## config.mk

```make
export PLATFORM = sky130hd
export DESIGN_NAME = tlr_mode_router
export DESIGN_NICKNAME = d
export VERILOG_FILES = /design/src/logic/tlr_pkg.sv /design/src/logic/tlr_mode_router.sv /design/src/logic/tlr_clk_div.sv
export SDC_FILE = /design/constraint.sdc
export NUM_CORES = 1
export LEC_CHECK = 0
export BUFFER_PORTS_ARGS = -buffer_cell sky130_fd_sc_hd__buf_2
export CAP_MARGIN = 20
export CORE_MARGIN = 3
export CORE_UTILIZATION = 35
export DETAILED_ROUTE_END_ITERATION = 7
export HOLD_SLACK_MARGIN = 0.03
export SYNTH_ARGS = -nofsm -noshare
export SYNTH_HDL_FRONTEND = slang
export SYNTH_HIERARCHICAL = 1
export SYNTH_SLANG_ARGS = --single-unit
```

## constraint.sdc

```tcl
create_clock -name clk -period 4.4 [get_ports clk]
set_input_delay 0 -clock clk [delete_from_list [all_inputs] [get_ports clk]]
set_output_delay 0 -clock clk [all_outputs]
set_load 0.03 [all_outputs]
```

## src/logic/tlr_pkg.sv

```systemverilog
// shared constants and types of the trigger link mode router
// ****************************************************************
// What this block does
// - mode comes from clock settings, routing follows
// - master/standalone clock: oscillator or copper only
// - master/standalone triggers: generators or front panel
// - master/standalone: own sync, measurement pair looped
// - master/standalone: both ports send trigger, clock, sync
// - chain: clock from port A, forwarded on B
// - chain: trigger and sync A in, B out
// - chain: measure on A, loop B back
// - slave: clock from port A or B
// - slave: trigger, sync, measurement from clock port
// - one trigger word every four clock cycles
// - clock output is system clock over n for n 2..8, held high for n of 1
// - supervisor settings act only in master role
// - exactly one system clock source active
// - measurement pair looped in master and standalone; chain loops B and pulses A; slave pulses
// ****************************************************************
package tlr_pkg;

   // ****************************************************************
   // modes and sources
   // ****************************************************************
   typedef enum logic [1:0] {
      TLR_STANDALONE,
      TLR_MASTER,
      TLR_CHAIN,
      TLR_SLAVE
   } tlr_mode_t;

   typedef enum logic [0:0] {
      TLR_LAT_IDLE,
      TLR_LAT_WAIT
   } tlr_lat_state_t;

   // one-hot clock source select bit positions
   localparam int CLK_SRC_W    = 4;
   localparam int CLK_SRC_OSC  = 0;
   localparam int CLK_SRC_COP  = 1;
   localparam int CLK_SRC_FA   = 2;
   localparam int CLK_SRC_FB   = 3;

   // ****************************************************************
   // timing
   // ****************************************************************
   localparam int SYS_PERIOD_NS  = 4;
   localparam int WORD_PERIOD_NS = 16;
   localparam int WORD_CYCLES    = WORD_PERIOD_NS / SYS_PERIOD_NS;
   localparam int WORD_CNT_W     = $clog2(WORD_CYCLES);
   localparam int DIV_W          = 4;
   localparam logic [DIV_W-1:0] DIV_MIN = 4'h1;
   localparam logic [DIV_W-1:0] DIV_MAX = 4'h8;

   // ****************************************************************
   // reset values
   // ****************************************************************
   localparam tlr_mode_t MODE_RST = TLR_STANDALONE;
   localparam int        LAT_MAX_RST = 4000;

endpackage : tlr_pkg

```

## src/logic/tlr_mode_router.sv

```systemverilog
// mode dependent clock, trigger, sync and latency routing
`timescale 1ns/100ps
module tlr_mode_router
#(
   parameter int WORD_W  = 16,
   parameter int SUP_W   = 8,
   parameter int LAT_W   = 12,
   parameter int LAT_MAX = tlr_pkg::LAT_MAX_RST
)
(
   input  wire logic                     clk,
   input  wire logic                     srst,
   input  wire logic [1:0]               mode_cfg,
   input  wire logic                     slave_port_b,
   input  wire logic                     local_clk_copper,
   input  wire logic                     local_trig_fp,
   input  wire logic [tlr_pkg::DIV_W-1:0] clk_div_n,
   input  wire logic [SUP_W-1:0]         sup_cfg,
   input  wire logic [WORD_W-1:0]        gen_word,
   input  wire logic [WORD_W-1:0]        fp_word,
   input  wire logic [WORD_W-1:0]        rx_word_a,
   input  wire logic [WORD_W-1:0]        rx_word_b,
   input  wire logic                     sync_gen,
   input  wire logic                     sync_rx_a,
   input  wire logic                     sync_rx_b,
   input  wire logic                     meas_rx_a,
   input  wire logic                     meas_rx_b,
   input  wire logic                     meas_start,
   output logic [1:0]                    mode_out,
   output logic [tlr_pkg::CLK_SRC_W-1:0] clk_src_sel,
   output logic                          clk_tx_a,
   output logic                          clk_tx_b,
   output logic [WORD_W-1:0]             tx_word_a,
   output logic [WORD_W-1:0]             tx_word_b,
   output logic [WORD_W-1:0]             trig_word,
   output logic                          trig_word_stb,
   output logic                          sync_tx_a,
   output logic                          sync_tx_b,
   output logic                          sync_out,
   output logic                          meas_tx_a,
   output logic                          meas_tx_b,
   output logic [LAT_W-1:0]              lat_val,
   output logic                          lat_valid,
   output logic                          lat_timeout,
   output logic                          clkout,
   output logic                          clkout_stb,
   output logic [SUP_W-1:0]              sup_cfg_eff
);

   tlr_pkg::tlr_mode_t mode_in;
   tlr_pkg::tlr_mode_t mode_r;
   tlr_pkg::tlr_mode_t mode_nxt;
   logic                          init_r;
   logic                          cfg_load;
   logic                          slave_b_r;
   logic                          slave_b_nxt;
   logic                          copper_r;
   logic                          copper_nxt;
   logic                          fp_r;
   logic                          fp_nxt;
   logic [tlr_pkg::CLK_SRC_W-1:0] clk_sel_r;
   logic [tlr_pkg::CLK_SRC_W-1:0] clk_sel_nxt;
   logic                          ctx_a_r;
   logic                          ctx_a_nxt;
   logic                          ctx_b_r;
   logic                          ctx_b_nxt;
   logic                          loop_a_r;
   logic                          loop_a_nxt;
   logic                          loop_b_r;
   logic                          loop_b_nxt;
   logic                          meas_en_r;
   logic                          meas_en_nxt;
   logic                          meas_b_r;
   logic                          meas_b_nxt;
   logic                          word_stb;
   logic                          local_mode;

   assign mode_in  = tlr_pkg::tlr_mode_t'(mode_cfg);
   assign cfg_load = !init_r || (mode_in != mode_r);

   // ****************************************************************
   // routing decode
   // ****************************************************************
   always_comb
   begin
      mode_nxt    = mode_r;
      slave_b_nxt = slave_b_r;
      copper_nxt  = copper_r;
      fp_nxt      = fp_r;
      if (cfg_load)
      begin
         mode_nxt    = mode_in;
         slave_b_nxt = slave_port_b;
         copper_nxt  = local_clk_copper;
         fp_nxt      = local_trig_fp;
      end
      clk_sel_nxt = '0;
      ctx_a_nxt   = 1'b0;
      ctx_b_nxt   = 1'b0;
      loop_a_nxt  = 1'b0;
      loop_b_nxt  = 1'b0;
      meas_en_nxt = 1'b0;
      meas_b_nxt  = 1'b0;
      case (mode_nxt)
         tlr_pkg::TLR_STANDALONE, tlr_pkg::TLR_MASTER:
         begin
            if (copper_nxt)
               clk_sel_nxt[tlr_pkg::CLK_SRC_COP] = 1'b1;
            else
               clk_sel_nxt[tlr_pkg::CLK_SRC_OSC] = 1'b1;
            ctx_a_nxt  = 1'b1;
            ctx_b_nxt  = 1'b1;
            loop_a_nxt = 1'b1;
            loop_b_nxt = 1'b1;
         end
         tlr_pkg::TLR_CHAIN:
         begin
            clk_sel_nxt[tlr_pkg::CLK_SRC_FA] = 1'b1;
            ctx_b_nxt   = 1'b1;
            loop_b_nxt  = 1'b1;
            meas_en_nxt = 1'b1;
         end
         tlr_pkg::TLR_SLAVE:
         begin
            if (slave_b_nxt)
               clk_sel_nxt[tlr_pkg::CLK_SRC_FB] = 1'b1;
            else
               clk_sel_nxt[tlr_pkg::CLK_SRC_FA] = 1'b1;
            meas_en_nxt = 1'b1;
            meas_b_nxt  = slave_b_nxt;
         end
         default:
            clk_sel_nxt[tlr_pkg::CLK_SRC_OSC] = 1'b1;
      endcase
   end

   always_ff @(posedge clk)
   begin
      if (srst)
      begin
         init_r    <= 1'b0;
         mode_r    <= tlr_pkg::MODE_RST;
         slave_b_r <= 1'b0;
         copper_r  <= 1'b0;
         fp_r      <= 1'b0;
         clk_sel_r <= tlr_pkg::CLK_SRC_W'(1 << tlr_pkg::CLK_SRC_OSC);
         ctx_a_r   <= 1'b0;
         ctx_b_r   <= 1'b0;
         loop_a_r  <= 1'b0;
         loop_b_r  <= 1'b0;
         meas_en_r <= 1'b0;
         meas_b_r  <= 1'b0;
      end
      else
      begin
         init_r    <= 1'b1;
         mode_r    <= mode_nxt;
         slave_b_r <= slave_b_nxt;
         copper_r  <= copper_nxt;
         fp_r      <= fp_nxt;
         clk_sel_r <= clk_sel_nxt;
         ctx_a_r   <= ctx_a_nxt;
         ctx_b_r   <= ctx_b_nxt;
         loop_a_r  <= loop_a_nxt;
         loop_b_r  <= loop_b_nxt;
         meas_en_r <= meas_en_nxt;
         meas_b_r  <= meas_b_nxt;
      end
   end

   assign local_mode  = (mode_r == tlr_pkg::TLR_STANDALONE) || (mode_r == tlr_pkg::TLR_MASTER);
   assign mode_out    = mode_r;
   assign clk_src_sel = clk_sel_r;
   assign clk_tx_a    = ctx_a_r;
   assign clk_tx_b    = ctx_b_r;
   // supervisor settings read as zero outside the master role
   assign sup_cfg_eff = (mode_r == tlr_pkg::TLR_MASTER) ? sup_cfg : '0;

   // ****************************************************************
   // cadence and clock output
   // ****************************************************************
   tlr_clk_div u_div
   (
      .clk        (clk),
      .srst       (srst),
      .div_n      (clk_div_n),
      .word_stb   (word_stb),
      .clkout     (clkout),
      .clkout_stb (clkout_stb)
   );

   // ****************************************************************
   // trigger and sync paths
   // ****************************************************************
   logic [WORD_W-1:0] txa_r;
   logic [WORD_W-1:0] txa_nxt;
   logic [WORD_W-1:0] txb_r;
   logic [WORD_W-1:0] txb_nxt;
   logic [WORD_W-1:0] trw_r;
   logic [WORD_W-1:0] trw_nxt;
   logic [WORD_W-1:0] local_word;
   logic              trs_r;
   logic              sa_r;
   logic              sa_nxt;
   logic              sb_r;
   logic              sb_nxt;
   logic              so_r;
   logic              so_nxt;

   always_comb
   begin
      local_word = fp_r ? fp_word : gen_word;
      txa_nxt    = txa_r;
      txb_nxt    = txb_r;
      trw_nxt    = trw_r;
      sa_nxt     = 1'b0;
      sb_nxt     = 1'b0;
      case (mode_r)
         tlr_pkg::TLR_STANDALONE, tlr_pkg::TLR_MASTER:
         begin
            so_nxt = sync_gen;
            sa_nxt = sync_gen;
            sb_nxt = sync_gen;
         end
         tlr_pkg::TLR_CHAIN:
         begin
            so_nxt = sync_rx_a;
            sb_nxt = sync_rx_a;
         end
         tlr_pkg::TLR_SLAVE:
            so_nxt = slave_b_r ? sync_rx_b : sync_rx_a;
         default:
            so_nxt = 1'b0;
      endcase
      if (word_stb)
      begin
         txa_nxt = '0;
         txb_nxt = '0;
         case (mode_r)
            tlr_pkg::TLR_STANDALONE, tlr_pkg::TLR_MASTER:
            begin
               txa_nxt = local_word;
               txb_nxt = local_word;
               trw_nxt = local_word; // looped back to trigger this board too
            end
            tlr_pkg::TLR_CHAIN:
            begin
               txb_nxt = rx_word_a;
               trw_nxt = rx_word_a;
            end
            tlr_pkg::TLR_SLAVE:
               trw_nxt = slave_b_r ? rx_word_b : rx_word_a;
            default:
               trw_nxt = '0;
         endcase
      end
   end

   always_ff @(posedge clk)
   begin
      if (srst)
      begin
         txa_r <= '0;
         txb_r <= '0;
         trw_r <= '0;
         trs_r <= 1'b0;
         sa_r  <= 1'b0;
         sb_r  <= 1'b0;
         so_r  <= 1'b0;
      end
      else
      begin
         txa_r <= txa_nxt;
         txb_r <= txb_nxt;
         trw_r <= trw_nxt;
         trs_r <= word_stb;
         sa_r  <= sa_nxt;
         sb_r  <= sb_nxt;
         so_r  <= so_nxt;
      end
   end

   assign tx_word_a     = txa_r;
   assign tx_word_b     = txb_r;
   assign trig_word     = trw_r;
   assign trig_word_stb = trs_r;
   assign sync_tx_a     = sa_r;
   assign sync_tx_b     = sb_r;
   assign sync_out      = so_r;

   // ****************************************************************
   // latency measurement pair
   // ****************************************************************
   tlr_pkg::tlr_lat_state_t lst_r;
   tlr_pkg::tlr_lat_state_t lst_nxt;
   logic [LAT_W-1:0] lcnt_r;
   logic [LAT_W-1:0] lcnt_nxt;
   logic [LAT_W-1:0] lval_r;
   logic [LAT_W-1:0] lval_nxt;
   logic             lvld_r;
   logic             lvld_nxt;
   logic             lto_r;
   logic             lto_nxt;
   logic             pulse;
   logic             mta_r;
   logic             mta_nxt;
   logic             mtb_r;
   logic             mtb_nxt;
   logic             rx_sel;

   assign rx_sel = meas_b_r ? meas_rx_b : meas_rx_a;

   always_comb
   begin
      lst_nxt  = lst_r;
      lcnt_nxt = lcnt_r;
      lval_nxt = lval_r;
      lvld_nxt = lvld_r;
      lto_nxt  = lto_r;
      pulse    = 1'b0;
      case (lst_r)
         tlr_pkg::TLR_LAT_IDLE:
            if (meas_start && meas_en_r)
            begin
               pulse    = 1'b1;
               lcnt_nxt = '0;
               lvld_nxt = 1'b0;
               lto_nxt  = 1'b0;
               lst_nxt  = tlr_pkg::TLR_LAT_WAIT;
            end
         tlr_pkg::TLR_LAT_WAIT:
         begin
            lcnt_nxt = lcnt_r + 1'b1;
            if (!meas_en_r)
               lst_nxt = tlr_pkg::TLR_LAT_IDLE;
            else if (rx_sel)
            begin
               lval_nxt = lcnt_r;
               lvld_nxt = 1'b1;
               lst_nxt  = tlr_pkg::TLR_LAT_IDLE;
            end
            else if (lcnt_r == LAT_W'(LAT_MAX))
            begin
               lto_nxt = 1'b1; // no echo: give up rather than hang
               lst_nxt = tlr_pkg::TLR_LAT_IDLE;
            end
         end
         default:
            lst_nxt = tlr_pkg::TLR_LAT_IDLE;
      endcase
      mta_nxt = loop_a_r ? meas_rx_a : (pulse && meas_en_r && !meas_b_r);
      mtb_nxt = loop_b_r ? meas_rx_b : (pulse && meas_en_r && meas_b_r);
   end

   always_ff @(posedge clk)
   begin
      if (srst)
      begin
         lst_r  <= tlr_pkg::TLR_LAT_IDLE;
         lcnt_r <= '0;
         lval_r <= '0;
         lvld_r <= 1'b0;
         lto_r  <= 1'b0;
         mta_r  <= 1'b0;
         mtb_r  <= 1'b0;
      end
      else
      begin
         lst_r  <= lst_nxt;
         lcnt_r <= lcnt_nxt;
         lval_r <= lval_nxt;
         lvld_r <= lvld_nxt;
         lto_r  <= lto_nxt;
         mta_r  <= mta_nxt;
         mtb_r  <= mtb_nxt;
      end
   end

   assign meas_tx_a   = mta_r;
   assign meas_tx_b   = mtb_r;
   assign lat_val     = lval_r;
   assign lat_valid   = lvld_r;
   assign lat_timeout = lto_r;
endmodule : tlr_mode_router

```

## src/logic/tlr_clk_div.sv

```systemverilog
// word cadence strobe and divided clock output
`timescale 1ns/100ps
module tlr_clk_div
(
   input  wire logic                     clk,
   input  wire logic                     srst,
   input  wire logic [tlr_pkg::DIV_W-1:0] div_n,
   output logic                          word_stb,
   output logic                          clkout,
   output logic                          clkout_stb
);

   logic [tlr_pkg::WORD_CNT_W-1:0] wcnt_r;
   logic [tlr_pkg::WORD_CNT_W-1:0] wcnt_nxt;
   logic [tlr_pkg::DIV_W-1:0]      dcnt_r;
   logic [tlr_pkg::DIV_W-1:0]      dcnt_nxt;
   logic [tlr_pkg::DIV_W-1:0]      n_r;
   logic [tlr_pkg::DIV_W-1:0]      n_nxt;
   logic [tlr_pkg::DIV_W-1:0]      n_clamp;
   logic                           stb_r;
   logic                           stb_nxt;
   logic                           ck_r;
   logic                           ck_nxt;
   logic                           wstb_r;
   logic                           wstb_nxt;

   // ****************************************************************
   // counters
   // ****************************************************************
   always_comb
   begin
      n_clamp = div_n;
      if (div_n < tlr_pkg::DIV_MIN)
         n_clamp = tlr_pkg::DIV_MIN;
      else if (div_n > tlr_pkg::DIV_MAX)
         n_clamp = tlr_pkg::DIV_MAX;
      wcnt_nxt = wcnt_r + 1'b1;
      wstb_nxt = (wcnt_r == tlr_pkg::WORD_CNT_W'(tlr_pkg::WORD_CYCLES - 1));
      n_nxt    = n_r;
      stb_nxt  = 1'b0;
      // new ratio only at a period boundary, so no runt pulse
      if (dcnt_r >= n_r - 1'b1)
      begin
         dcnt_nxt = '0;
         n_nxt    = n_clamp;
         stb_nxt  = 1'b1;
      end
      else
         dcnt_nxt = dcnt_r + 1'b1;
      // n of 1 cannot toggle at clock rate: held high, strobe every cycle
      ck_nxt = (dcnt_nxt < ((n_nxt + 1'b1) >> 1)) || (n_nxt == tlr_pkg::DIV_MIN);
   end

   always_ff @(posedge clk)
   begin
      if (srst)
      begin
         wcnt_r <= '0;
         wstb_r <= 1'b0;
         dcnt_r <= '0;
         n_r    <= tlr_pkg::DIV_MIN;
         stb_r  <= 1'b0;
         ck_r   <= 1'b0;
      end
      else
      begin
         wcnt_r <= wcnt_nxt;
         wstb_r <= wstb_nxt;
         dcnt_r <= dcnt_nxt;
         n_r    <= n_nxt;
         stb_r  <= stb_nxt;
         ck_r   <= ck_nxt;
      end
   end

   assign word_stb   = wstb_r;
   assign clkout     = ck_r;
   assign clkout_stb = stb_r;
endmodule : tlr_clk_div

```

Word-level counts from Yosys, hierarchy flattened:

Cells that the tools add are included.

* eq/ne operators: 15
* bitwise gates (word level): 4
* magnitude comparators: 4
* reduce and logical (&&, ||, !) cells: 20
* muxes and demuxes: 46
* add/sub/neg operators: 5

Operators by type and width (number)
* 16-bit two-way mux: 3
* 16-bit one-hot mux with 3 select lines: 1
* 16-bit one-hot mux with 2 select lines: 1
* 1-bit two-way mux: 27
* 12-bit one-hot mux with 2 select lines: 1
* 4-bit two-way mux: 4
* 12-bit by 1-bit adder with 12-bit output, second input constant: 1
* 12-bit equality test, second input constant: 1
* 12-bit two-way mux: 1
* 2-bit OR reduction: 6
* 2-bit equality test, second input constant: 5
* 1-bit one-hot mux with 2 select lines: 5
* 4-bit by 1-bit adder with 4-bit output, second input constant: 2
* 8-bit two-way mux: 1
* 2-bit != test, second input constant: 3
* 3-bit AND reduction: 2
* 2-bit by 1-bit equality test with 1-bit output, second input constant: 2
* 4-bit by 1-bit equality test with 1-bit output, second input constant: 1
* 4-bit >= comparator: 1
* 4-bit > comparator, second input constant: 1
* 1-bit logical AND: 4
* 2-bit logical NOT: 2
* 4-bit by 1-bit less-than comparator with 1-bit output, second input constant: 1
* 4-bit by 3-bit less-than comparator with 1-bit output: 1
* 11 further kinds: 17

* bits in registers: 108
* word-level logic and storage cells: 126
* output and inout port bits: 86
* input bits: 89

Longest topological paths before layout:

Gate-level depths: netlist of run 1.

* depth in word-level cells: 7
* depth in mapped cells: 15
* gate-level depth less buffers: 15

Hierarchy:

The synthesis of run 1 kept the hierarchy.

By module, submodules not included
* tlr_mode_router: seq. area each 1881.8 sq um, cells each 482, times used 1, area each 4260.3 sq um
* tlr_clk_div: seq. area each 260.2 sq um, cells each 79, times used 1, area each 763.2 sq um

Worst setup path after synthesis of run 1:

No wires, ideal clock.

* path kind: register to register
* start point: register u_div/n_r[0] (netlist bit)
* end point: register u_div.ck_r (netlist: u_div/clkout)
* slack: 1.476 ns
* data required time: 4.308 ns
* arrival: 2.831 ns
* library setup time: 0.092 ns
* cell stages (with the launch flop): 16
* clock period less this slack: 2.924 ns
* buffers on the path: 0
* cell sequence: dfxtp_1 -> inv_1 -> ha_1 -> xnor2_1 -> ha_1 -> o21ai_1 -> a21oi_2 -> mux2i_1 -> inv_1 -> ha_1 -> xor2_1 -> ha_1 -> a21boi_0 -> o21ai_0 -> a22oi_1 -> o32ai_1

* word-level cells in the longest chain between the ends: 6
* elaborated cells on any way between the ends: 8
* classes of those cells: add/sub: 2; order compare: 2; eq/ne: 1; mux: 2; reduce/logical: 1

RTL lines
* start, declared: RTL line tlr_clk_div.sv:17 `logic [tlr_pkg::DIV_W-1:0] n_r;`
* start signal, assigned: RTL line tlr_clk_div.sv:61 `n_r <= tlr_pkg::DIV_MIN;`
* start signal, assigned: RTL line tlr_clk_div.sv:70 `n_r <= n_nxt;`
* 4-bit by 1-bit subtractor with 4-bit output *: RTL line tlr_clk_div.sv:42 `if (dcnt_r >= n_r - 1'b1)`
* 4-bit >= comparator *: RTL line tlr_clk_div.sv:42
* 4-bit two-way mux *: RTL line tlr_clk_div.sv:42
* named net u_div.n_nxt (one bit): RTL line tlr_clk_div.sv:18 `logic [tlr_pkg::DIV_W-1:0] n_nxt;`
* 4-bit by 1-bit adder with 4-bit output: RTL line tlr_clk_div.sv:51 `ck_nxt = (dcnt_nxt < ((n_nxt + 1'b1) >> 1)) || (n_nxt == tlr_pkg::DIV_MIN);`
* 4-bit by 3-bit less-than comparator with 1-bit output: RTL line tlr_clk_div.sv:51
* 1-bit logical OR *: RTL line tlr_clk_div.sv:51
* end signal, assigned: RTL line tlr_clk_div.sv:72 `ck_r <= ck_nxt;`
* end, declared: RTL line tlr_clk_div.sv:22 `logic ck_r;`

Mark *: on every way through the listed nets, which the timed path passes. The rest lies on a longest branch.
A chain may end at the register's enable or synchronous reset.

Worst setup path in the final report of run 1:

Ends and elaborated chain as after synthesis.

==> flow_summary.yaml, run 1 <==
sta:
  finalCritPeriodShare: 0.815
  hold_ws_ns: 0.0485
  skew_ns: 0.00966
  rsz0062_at_grt: "false"
  fin_crit_ns: 3.59
  slew_headroom: 0.493
  drv_slew: 0
  hold_violations: 0
  worst_slack_ns: 0.813
  setup_viol: 0
  fin_tns_setup_ns: 0
  max_freq_mhz: 279
  worst_pin_slew_ns: 0.760
worst_setup_path:
  cp_cell_sequence: "inv_1 > ha_1 > xnor2_1 > ha_1 > o21ai_1 > a21oi_2 > mux2i_1 > inv_1 > ha_1 > xor2_1 > ha_1 > a21boi_0 > o21ai_0 > a22oi_1 > o32ai_1"
  slowest_delay_ns: 0.57
  cp_slowest_cell: "a21oi_2"
  crit_path_start: "u_div/n_r[0]"
  critPathLaunchType: "flip-flop"
  critical_path_depth: 15
  path_max_fanout: 15
  cp-end-kind: "flip-flop"
  cp_top_family: "compound AO/OA/AOI/OAI gates"
  reg2reg_depth: 15
  worstReg2RegStart: "u_div/n_r[0]"
  cp.arrival_ns: 3.85
  worstPathRequired_ns: 4.66
  cpMostUsedCell: "ha_1"
  cp_num_buf_inv: 2
  r2r_slack_ns: 0.81
  critPathKind: "flip-flop to flip-flop"
clocking:
  cts_buffers: 9
  clock_latency_ns: 0.36
  cts_resized: 0
  cts-htree-levels: 3
  cts_max_path_buffers: 2
  cts_tree: "built"
  cts_sinks: 107
  clk_pin_slew_ns: 0.07
  root_buffer: "clkbuf_16"
logic_synthesis:
  yosysWarnings: 6
  synth-edff-count: 0
  ys_top_cells_by_count: "dfxtp_1 (107), nor2_1 (65), nand2_1 (27), o21ai_1 (27), a211oi_1 (26)"
  netlist_area_um2: 5020
  yosysSeqAreaShare: 0.426
  synth_most_common_cell: "dfxtp_1"
  synth_area_leaders: "dfxtp_1 (43%), nor2_1 (4.9%), mux2i_1 (4.6%), a211oi_1 (3.9%), ha_1 (3.2%)"
  synth_top_area_share: 0.426
  syn_inst: 561
  synthArstFlopShare: 0
  ys.flop_type: "dfxtp_1"
  yosysTopAreaCell: "dfxtp_1"
  avgSynthCellArea_um2: 8.95
  post_synth_num_cell_types: 61
  ys_ff_latch: 107
  synth_nets: 663
placement:
  numPlacedInstances: 879
  hpwlAfterDp_um: 9910
  placed_area_um2: 5930
  dpl_worst_slack_ns: 0.855
  numPortBuffers: 174
  place_congestion: 0.824
global_route:
  grt_pass1_wl_um: 23100
  antenna_found_initial: 0
  grt_use_met1: 0.240
  use_met3: 0.0339
  grt_max_degree: 68
  top_usage_layer: "met2"
  grt_overflow: 0
  grt_pass1_vias: 4533
  grt_use_met2: 0.278
  gr-usage-all-layers: 0.175
floorplanning:
  io_pins: 175
  placeableCoreArea_um2: 13900
  die_area_um2: 15800
  die_w_um: 126
  num_rows: 43
  die_h_um: 126
  start_util: 0.361
cells_and_area:
  stdcell_count: 924
  antennaDiodeCount: 0
  nets: 841
  area_growth_pct: 30.6
  final_area_um2: 6560
  drive_gt1_frac: 0.297
  final_core_util: 0.471
detailed_routing:
  drtIter0Drc: 238
  viasPerCell: 5.02
  vias: 4643
  wire_per_inst_um: 15.4
  drtAntennaViolNets: 0
  wirelength_um: 14300
  drc: 0
  drt_pass1_iterations: 4
run_status:
  status: "completed"
power:
  power_leakage_nw: 2.86
  power.density_nw_per_um2: 417
  power_mw: 2.74
  vdd_drop_max_v: 0.000341
flow_run:
  cap_violations: 0
worst_hold_path:
  hold_start: "local_trig_fp"
  hold_class: "primary input to flip-flop"
  hold_depth: 4
## power breakdown
part / switching, mW / internal [mW] / leakage, nW
registers: 0.0436 / 1.03 / 0.871
clock network: 0.374 / 0.515 / 0.155
logic: 0.429 / 0.348 / 1.83
## routing by layer
metal	part of all wire	routed length, um
met1	0.46	6550
met2	0.47	6700
met3	0.054	774
met4	0.017	240
met5	0	0
## final cells by class
cell class	instances	area, um^2
Fill cell	1342	7370
Multi-Input combinational cell	400	2600
Sequential cell	107	2140
Timing Repair Buffer	209	1220
Clock buffer	10	239
Tap cell	180	225
Clock inverter	6	88.8
Inverter	12	45.0
## kinds of logic (layout without fill, tap and decap cells)
logic type / Yosys count / in the layout / synth area share
and+or+nand+nor: 203 / 203 / 0.207
AOI/OAI and AO/OA: 146 / 146 / 0.201
DFF: 107 / 107 / 0.426
buffers and inverters: 54 / 237 / 0.0555
muxes: 27 / 27 / 0.0555
adders and majority gates: 13 / 13 / 0.0324
xor gates and xnor gates: 11 / 11 / 0.0222
## registers in the layout (all words and copies together) (netlist names), 4 cells and up
name / count
clk_src_sel: 4
lat_val: 12
lcnt_r: 12
trig_word: 16
tx_word_a: 16
tx_word_b: 16
u_div/dcnt_r: 4
u_div/n_r: 4
## worst paths after layout
kind / end
worst max register to register: u_div/clkout
worst min-delay path: fp_r
worst min register to register: u_div/wcnt_r[0]
worst max-delay path: u_div/clkout
## timing repair
| action | 4_1_cts | 5_1_grt |
|---|---|---|
| buffers inserted | 0 | 0 |
| endpoints found under the setup margin | 0 | 0 |
| endpoints found under the hold margin | 31 | 0 |
| hold buffers | 27 | 0 |
## cell usage in the layout (no fill, tap or decap), types with 3 or more instances in the layout
cell and instances:
buf_2 173, dfxtp_1 106, nor2_1 65, nand2_1 27
o21ai_1 27, dlygate4sd3_1 27, a211oi_1 26, mux2i_1 23
nor3_1 23, a21oi_1 23, and3_1 22, o21a_1 18
nand3_1 18, a21boi_0 15, nor2b_1 13, ha_1 13
inv_1 11, and2_1 10, o21ai_0 9, clkbuf_16 9
buf_4 8, a211oi_2 6, xnor2_1 5, nand2b_1 4
or3_1 4, xor2_1 4, mux2_2 3, a21boi_1 3
## tightest hold or removal path, cell delays in order
cell,delay [ns]
buf_2,0.09
inv_1,0.05
a311oi_1,0.04
a31o_1,0.17
(Power assumes the default switching activity.)
==> run 2, diff against run 1 <==
--- a/config.mk
+++ b/config.mk
@@ -5,6 +5,7 @@
 export SDC_FILE = /design/constraint.sdc
 export NUM_CORES = 1
 export LEC_CHECK = 0
+export ABC_AREA = 1
 export BUFFER_PORTS_ARGS = -buffer_cell sky130_fd_sc_hd__buf_2
 export CAP_MARGIN = 20
 export CORE_MARGIN = 3
==> constraint.sdc (replaced) <==
create_clock -name clk -period 2.95 [get_ports clk]
set_input_delay 0 -clock clk [delete_from_list [all_inputs] [get_ports clk]]
set_output_delay 0 -clock clk [all_outputs]
set_load 0.03 [all_outputs]
==> flow_summary.yaml, run 2 <==
worst_hold_path:
  hold_depth: 5
  hold_class: "primary input to flip-flop"
floorplanning:
  die_area_um2: 15300
  die_h_um: 124
  io_pins: 175
  placeableCoreArea_um2: 13400
  num_rows: 42
  start_util: 0.362
  die_w_um: 124
clocking:
  cts_tree: "built"
  cts_max_path_buffers: 2
  cts_sinks: 107
  cts_buffers: 9
  clk_pin_slew_ns: 0.07
  root_buffer: "clkbuf_16"
  clock_latency_ns: 0.35
  cts-htree-levels: 3
power:
  power_mw: 4.72
  power.density_nw_per_um2: 708
  vdd_drop_max_v: 0.000695
  power_leakage_nw: 3.32
cells_and_area:
  antennaDiodeCount: 0
  area_growth_pct: 37.6
  drive_gt1_frac: 0.272
  layout_common_cells: "buf_2 (174), nor2_1 (126), dfxtp_1 (106)"
  nFillCells: 1359
  nets: 977
  layout_commonest_cell: "buf_2"
logic_synthesis:
  yosysWarnings: 6
  synth_area_leaders: "dfxtp_1 (44%), nor2_1 (9.8%), nand2_1 (8.1%), a21oi_1 (5.2%), inv_1 (4.3%)"
  synth_nets: 767
  syn_inst: 665
  netlist_area_um2: 4850
  avgSynthCellArea_um2: 7.29
  synth-edff-count: 0
  ys_ff_latch: 107
  ys.flop_type: "dfxtp_1"
  synth_most_common_cell: "nor2_1"
  yosysSeqAreaShare: 0.442
  synthArstFlopShare: 0
  post_synth_num_cell_types: 36
  ys_top_cells_by_count: "nor2_1 (126), dfxtp_1 (107), nand2_1 (105)"
  synth_top_area_share: 0.442
  yosysTopAreaCell: "dfxtp_1"
sta:
  drv_slew: 0
  skew_ns: 0.00668
  worst_slack_ns: 0.248
  worst_pin_slew_ns: 1.02
  hold_violations: 0
  setup_viol: 0
  fin_tns_setup_ns: 0
  hold_ws_ns: 0.0397
  max_freq_mhz: 370
  finalCritPeriodShare: 0.916
  fin_crit_ns: 2.70
  slew_headroom: 0.322
global_route:
  grt_overflow: 0
  grt_max_degree: 65
  grt_use_met1: 0.250
  grt_pass1_vias: 4484
  gr-usage-all-layers: 0.187
  top_usage_layer: "met2"
  grt_pass1_wl_um: 22400
  grt_use_met2: 0.298
  use_met3: 0.0436
  antenna_found_initial: 2
placement:
  dpl_worst_slack_ns: 0.173
  place_congestion: 0.805
  hpwlAfterDp_um: 10200
  numPortBuffers: 174
worst_setup_path:
  critPathLaunchType: "flip-flop"
  reg2reg_depth: 19
  cp-end-kind: "flip-flop"
  critPathKind: "flip-flop to flip-flop"
  worstPathRequired_ns: 3.23
  cp.arrival_ns: 2.99
  path_max_fanout: 10
flow_run:
  cap_violations: 0
detailed_routing:
  wire_per_inst_um: 13.8
  drtIter0Drc: 287
  drc: 0
  wirelength_um: 14600
  viasPerCell: 4.69
  vias: 4949
  drt_pass1_iterations: 4
  drtAntennaViolNets: 0
run_status:
  status: "completed"
==> run 2: stage by stage <==
stage	area (um^2)	util	cells
2_1_floorplan	4850	-	665
3_3_place_gp	5820	0.434	987
3_5_place_dp	5820	0.434	987
4_1_cts	6620	0.494	1050
5_1_grt	6670	0.498	1056
6_report	6670	0.498	1056
==> run 2: cell families after synthesis <==
family / Yosys count / synth area share
xor gates and xnor gates: 8 / 0.0145
and+or+nand+nor: 285 / 0.247
DFF: 107 / 0.442
adders and majority gates: 13 / 0.0336
AOI/OAI and AO/OA: 148 / 0.174
buffers and inverters: 104 / 0.0891
==> run 2: report_power, final <==
| part | switching [mW] | total (mW) | leakage (nW) | internal (mW) |
|---|---|---|---|---|
| Clock | 0.544 | 1.33 | 0.159 | 0.790 |
| Sequential | 0.0644 | 1.60 | 0.872 | 1.54 |
| Combinational | 1.01 | 1.78 | 2.29 | 0.771 |
==> run 2: path summary, 6_finish.rpt <==
check / slack, ns / to / startpoint
worst max-delay path: 0.25 / u_div/clkout / u_div/n_r[0]
worst min-delay path: 0.04 / trig_word[1] / rx_word_a[1]
worst max register to register: 0.25 / u_div/clkout / u_div/n_r[0]
worst min register to register: 0.42 / u_div/wcnt_r[0] / u_div/wcnt_r[0]
==> run 2: layout make-up <==
class	count	area [um^2]	area share
tap	176	220	0.0330
clock inverter	4	72.6	0.0109
inverter	70	263	0.0394
multi-input combinational	454	2280	0.342
sequential	107	2140	0.321
timing repair buffer	233	1430	0.215
clock buffer	12	256	0.0385
==> run 2: timing repair <==
action,in CTS,in global routing
hold buffers,47,0
endpoints found under the hold margin,54,0
endpoints found under the setup margin,0,2
gates resized for setup,0,2
buffers inserted,0,6
==> run 2: routing by layer <==
| metal | vias to the layer above | share of wire |
|---|---|---|
| met4 | 4 | 0.019 |
| met1 | 2220 | 0.46 |
| met5 | - | 0.00096 |
| met2 | 132 | 0.47 |
| li1 | 2569 | - |
| met3 | 24 | 0.052 |
==> run 2: worst max-delay path, stage by stage (launching register included) <==
cell	delay (ns)
dfxtp_1	0.33
inv_1	0.10
ha_1	0.22
xnor2_1	0.12
ha_1	0.27
nand2_1	0.06
inv_2	0.07
nand2_2	0.08
nand3_4	0.19
nand2_1	0.13
o21ai_4	0.10
inv_1	0.06
ha_1	0.18
xnor2_1	0.16
ha_1	0.25
nand2_1	0.07
nand2_1	0.04
nand2_1	0.05
nand2_1	0.05
a21oi_2	0.10
==> run 3, diff against run 2 <==
--- a/config.mk
+++ b/config.mk
@@ -9,7 +9,7 @@
 export BUFFER_PORTS_ARGS = -buffer_cell sky130_fd_sc_hd__buf_2
 export CAP_MARGIN = 20
 export CORE_MARGIN = 3
-export CORE_UTILIZATION = 35
+export CORE_UTILIZATION = 27
 export DETAILED_ROUTE_END_ITERATION = 7
 export HOLD_SLACK_MARGIN = 0.03
 export SYNTH_ARGS = -nofsm -noshare
==> flow_summary.yaml, run 3 (same netlist as run 2, synthesis figures left out) <==
worst_setup_path:
  worstPathRequired_ns: 3.23
  endpoint: "u_div/clkout"
  critPathLaunchType: "flip-flop"
  crit_path_start: "u_div/n_r[1]"
  worstReg2RegStart: "u_div/n_r[1]"
  path_max_fanout: 8
  critPathKind: "flip-flop to flip-flop"
  r2r_end: "u_div/clkout"
  cp-end-kind: "flip-flop"
  r2r_slack_ns: 0.20
  cp.arrival_ns: 3.03
  reg2reg_depth: 15
detailed_routing:
  drtIter0Drc: 205
  drtAntennaViolNets: 0
  drc: 0
  vias: 4909
  wirelength_um: 15500
  drt_pass1_iterations: 5
  viasPerCell: 4.48
  wire_per_inst_um: 14.1
floorplanning:
  die_w_um: 140
  die_area_um2: 19600
  die_h_um: 140
  num_rows: 48
  io_pins: 175
  placeableCoreArea_um2: 17400
  start_util: 0.278
sta:
  slew_headroom: 0.496
  finalCritPeriodShare: 0.931
  max_freq_mhz: 364
  fin_tns_setup_ns: 0
  skew_ns: 0.00597
  worst_pin_slew_ns: 0.755
  fin_crit_ns: 2.75
  hold_violations: 0
  setup_viol: 0
  drv_slew: 0
global_route:
  grt_pass1_wl_um: 24400
  grt_overflow: 0
  gr-usage-all-layers: 0.156
  grt_pass1_vias: 4611
  antenna_found_initial: 1
  grt_max_degree: 65
placement:
  place_congestion: 0.801
  numPortBuffers: 174
  hpwlAfterDp_um: 11000
flow_run:
  cap_violations: 0
clocking:
  clk_pin_slew_ns: 0.07
  cts_tree: "built"
  clock_latency_ns: 0.35
  cts_max_path_buffers: 2
  root_buffer: "clkbuf_16"
  cts_buffers: 9
  cts_sinks: 107
  cts-htree-levels: 3
cells_and_area:
  antennaDiodeCount: 0
  final_core_util: 0.382
  area_growth_pct: 37.2
  layout_common_cells: "buf_2 (174), nor2_1 (126), nand2_1 (105), dfxtp_1 (105), inv_1 (55)"
  layout_commonest_cell: "buf_2"
  drive_gt1_frac: 0.271
  nets: 967
power:
  power.density_nw_per_um2: 689
  power_leakage_nw: 3.27
  vdd_drop_max_v: 0.000446
worst_hold_path:
  hold_class: "primary input to flip-flop"
  hold_start: "fp_word[7]"
run_status:
  status: "completed"
run 3: where the power goes:
part | switching (mW) | leakage, nW | total, mW | internal, mW
combinational | 0.995 | 2.25 | 1.68 | 0.686
clock | 0.549 | 0.153 | 1.30 | 0.746
sequential | 0.0637 | 0.872 | 1.60 | 1.54
total | 1.61 | 3.27 | 4.58 | 2.97
run 3: metrics by stage:
step | power [mW] | hold WS [ns] | cells | instance area [um^2] | worst slack (ns)
after floorplan | 2.86 | 0.0724 | 665 | 4850 | 0.426
after global placement | 3.10 | 0.237 | 1035 | 5880 | 0.282
after detailed placement | 3.14 | 0.235 | 1035 | 5880 | 0.186
after CTS | 4.49 | 0.0312 | 1091 | 6600 | 0.170
after global routing | 4.92 | 0.0533 | 1095 | 6650 | -0.0359
final | 4.58 | 0.0233 | 1095 | 6650 | 0.203
run 3: area by class of cell:
type                            count  area, um^2
Tap cell                          225         282
Sequential cell                   107        2140
Multi-Input combinational cell    454        2280
Clock inverter                      6        90.1
Clock buffer                       10         229
Inverter                           70         263
Timing Repair Buffer              223        1360
Fill cell                        1848       10800
run 3: worst min-delay path by stage:
stage	end	depth (start not counted)
2_1_floorplan	loop_a_r	1
3_3_place_gp	loop_a_r	2
3_5_place_dp	loop_a_r	2
4_1_cts	tx_word_a[13]	5
5_1_grt	tx_word_a[7]	3
6_report	tx_word_a[7]	3
run 3: layer usage:
metal / track usage / up-vias / wire length, um
met3: 0.0413 / 15 / 827
li1: - / 2551 / -
met1: 0.202 / 2212 / 7040
met2: 0.256 / 129 / 7340
met4: 0.0464 / 2 / 246
met5: 0 / - / 18
run 3: timing repair:
item | CTS | global route
setup endpoints to repair | 0 | 1
endpoints found under the hold margin | 47 | 0
resized for setup | 0 | 2
hold buffers | 40 | 0
buffers inserted | 0 | 3
run 3: critical path, stage by stage, from the launching register on:
cell,delay (ns)
dfxtp_2,0.34
nor3_1,0.26
xnor2_1,0.18
ha_1,0.29
a21oi_2,0.24
nand3_4,0.19
o21ai_4,0.20
inv_1,0.06
ha_1,0.18
xnor2_1,0.16
ha_1,0.24
nand2_1,0.07
nand2_1,0.05
nand2_1,0.05
nand2_1,0.05
a21oi_2,0.11
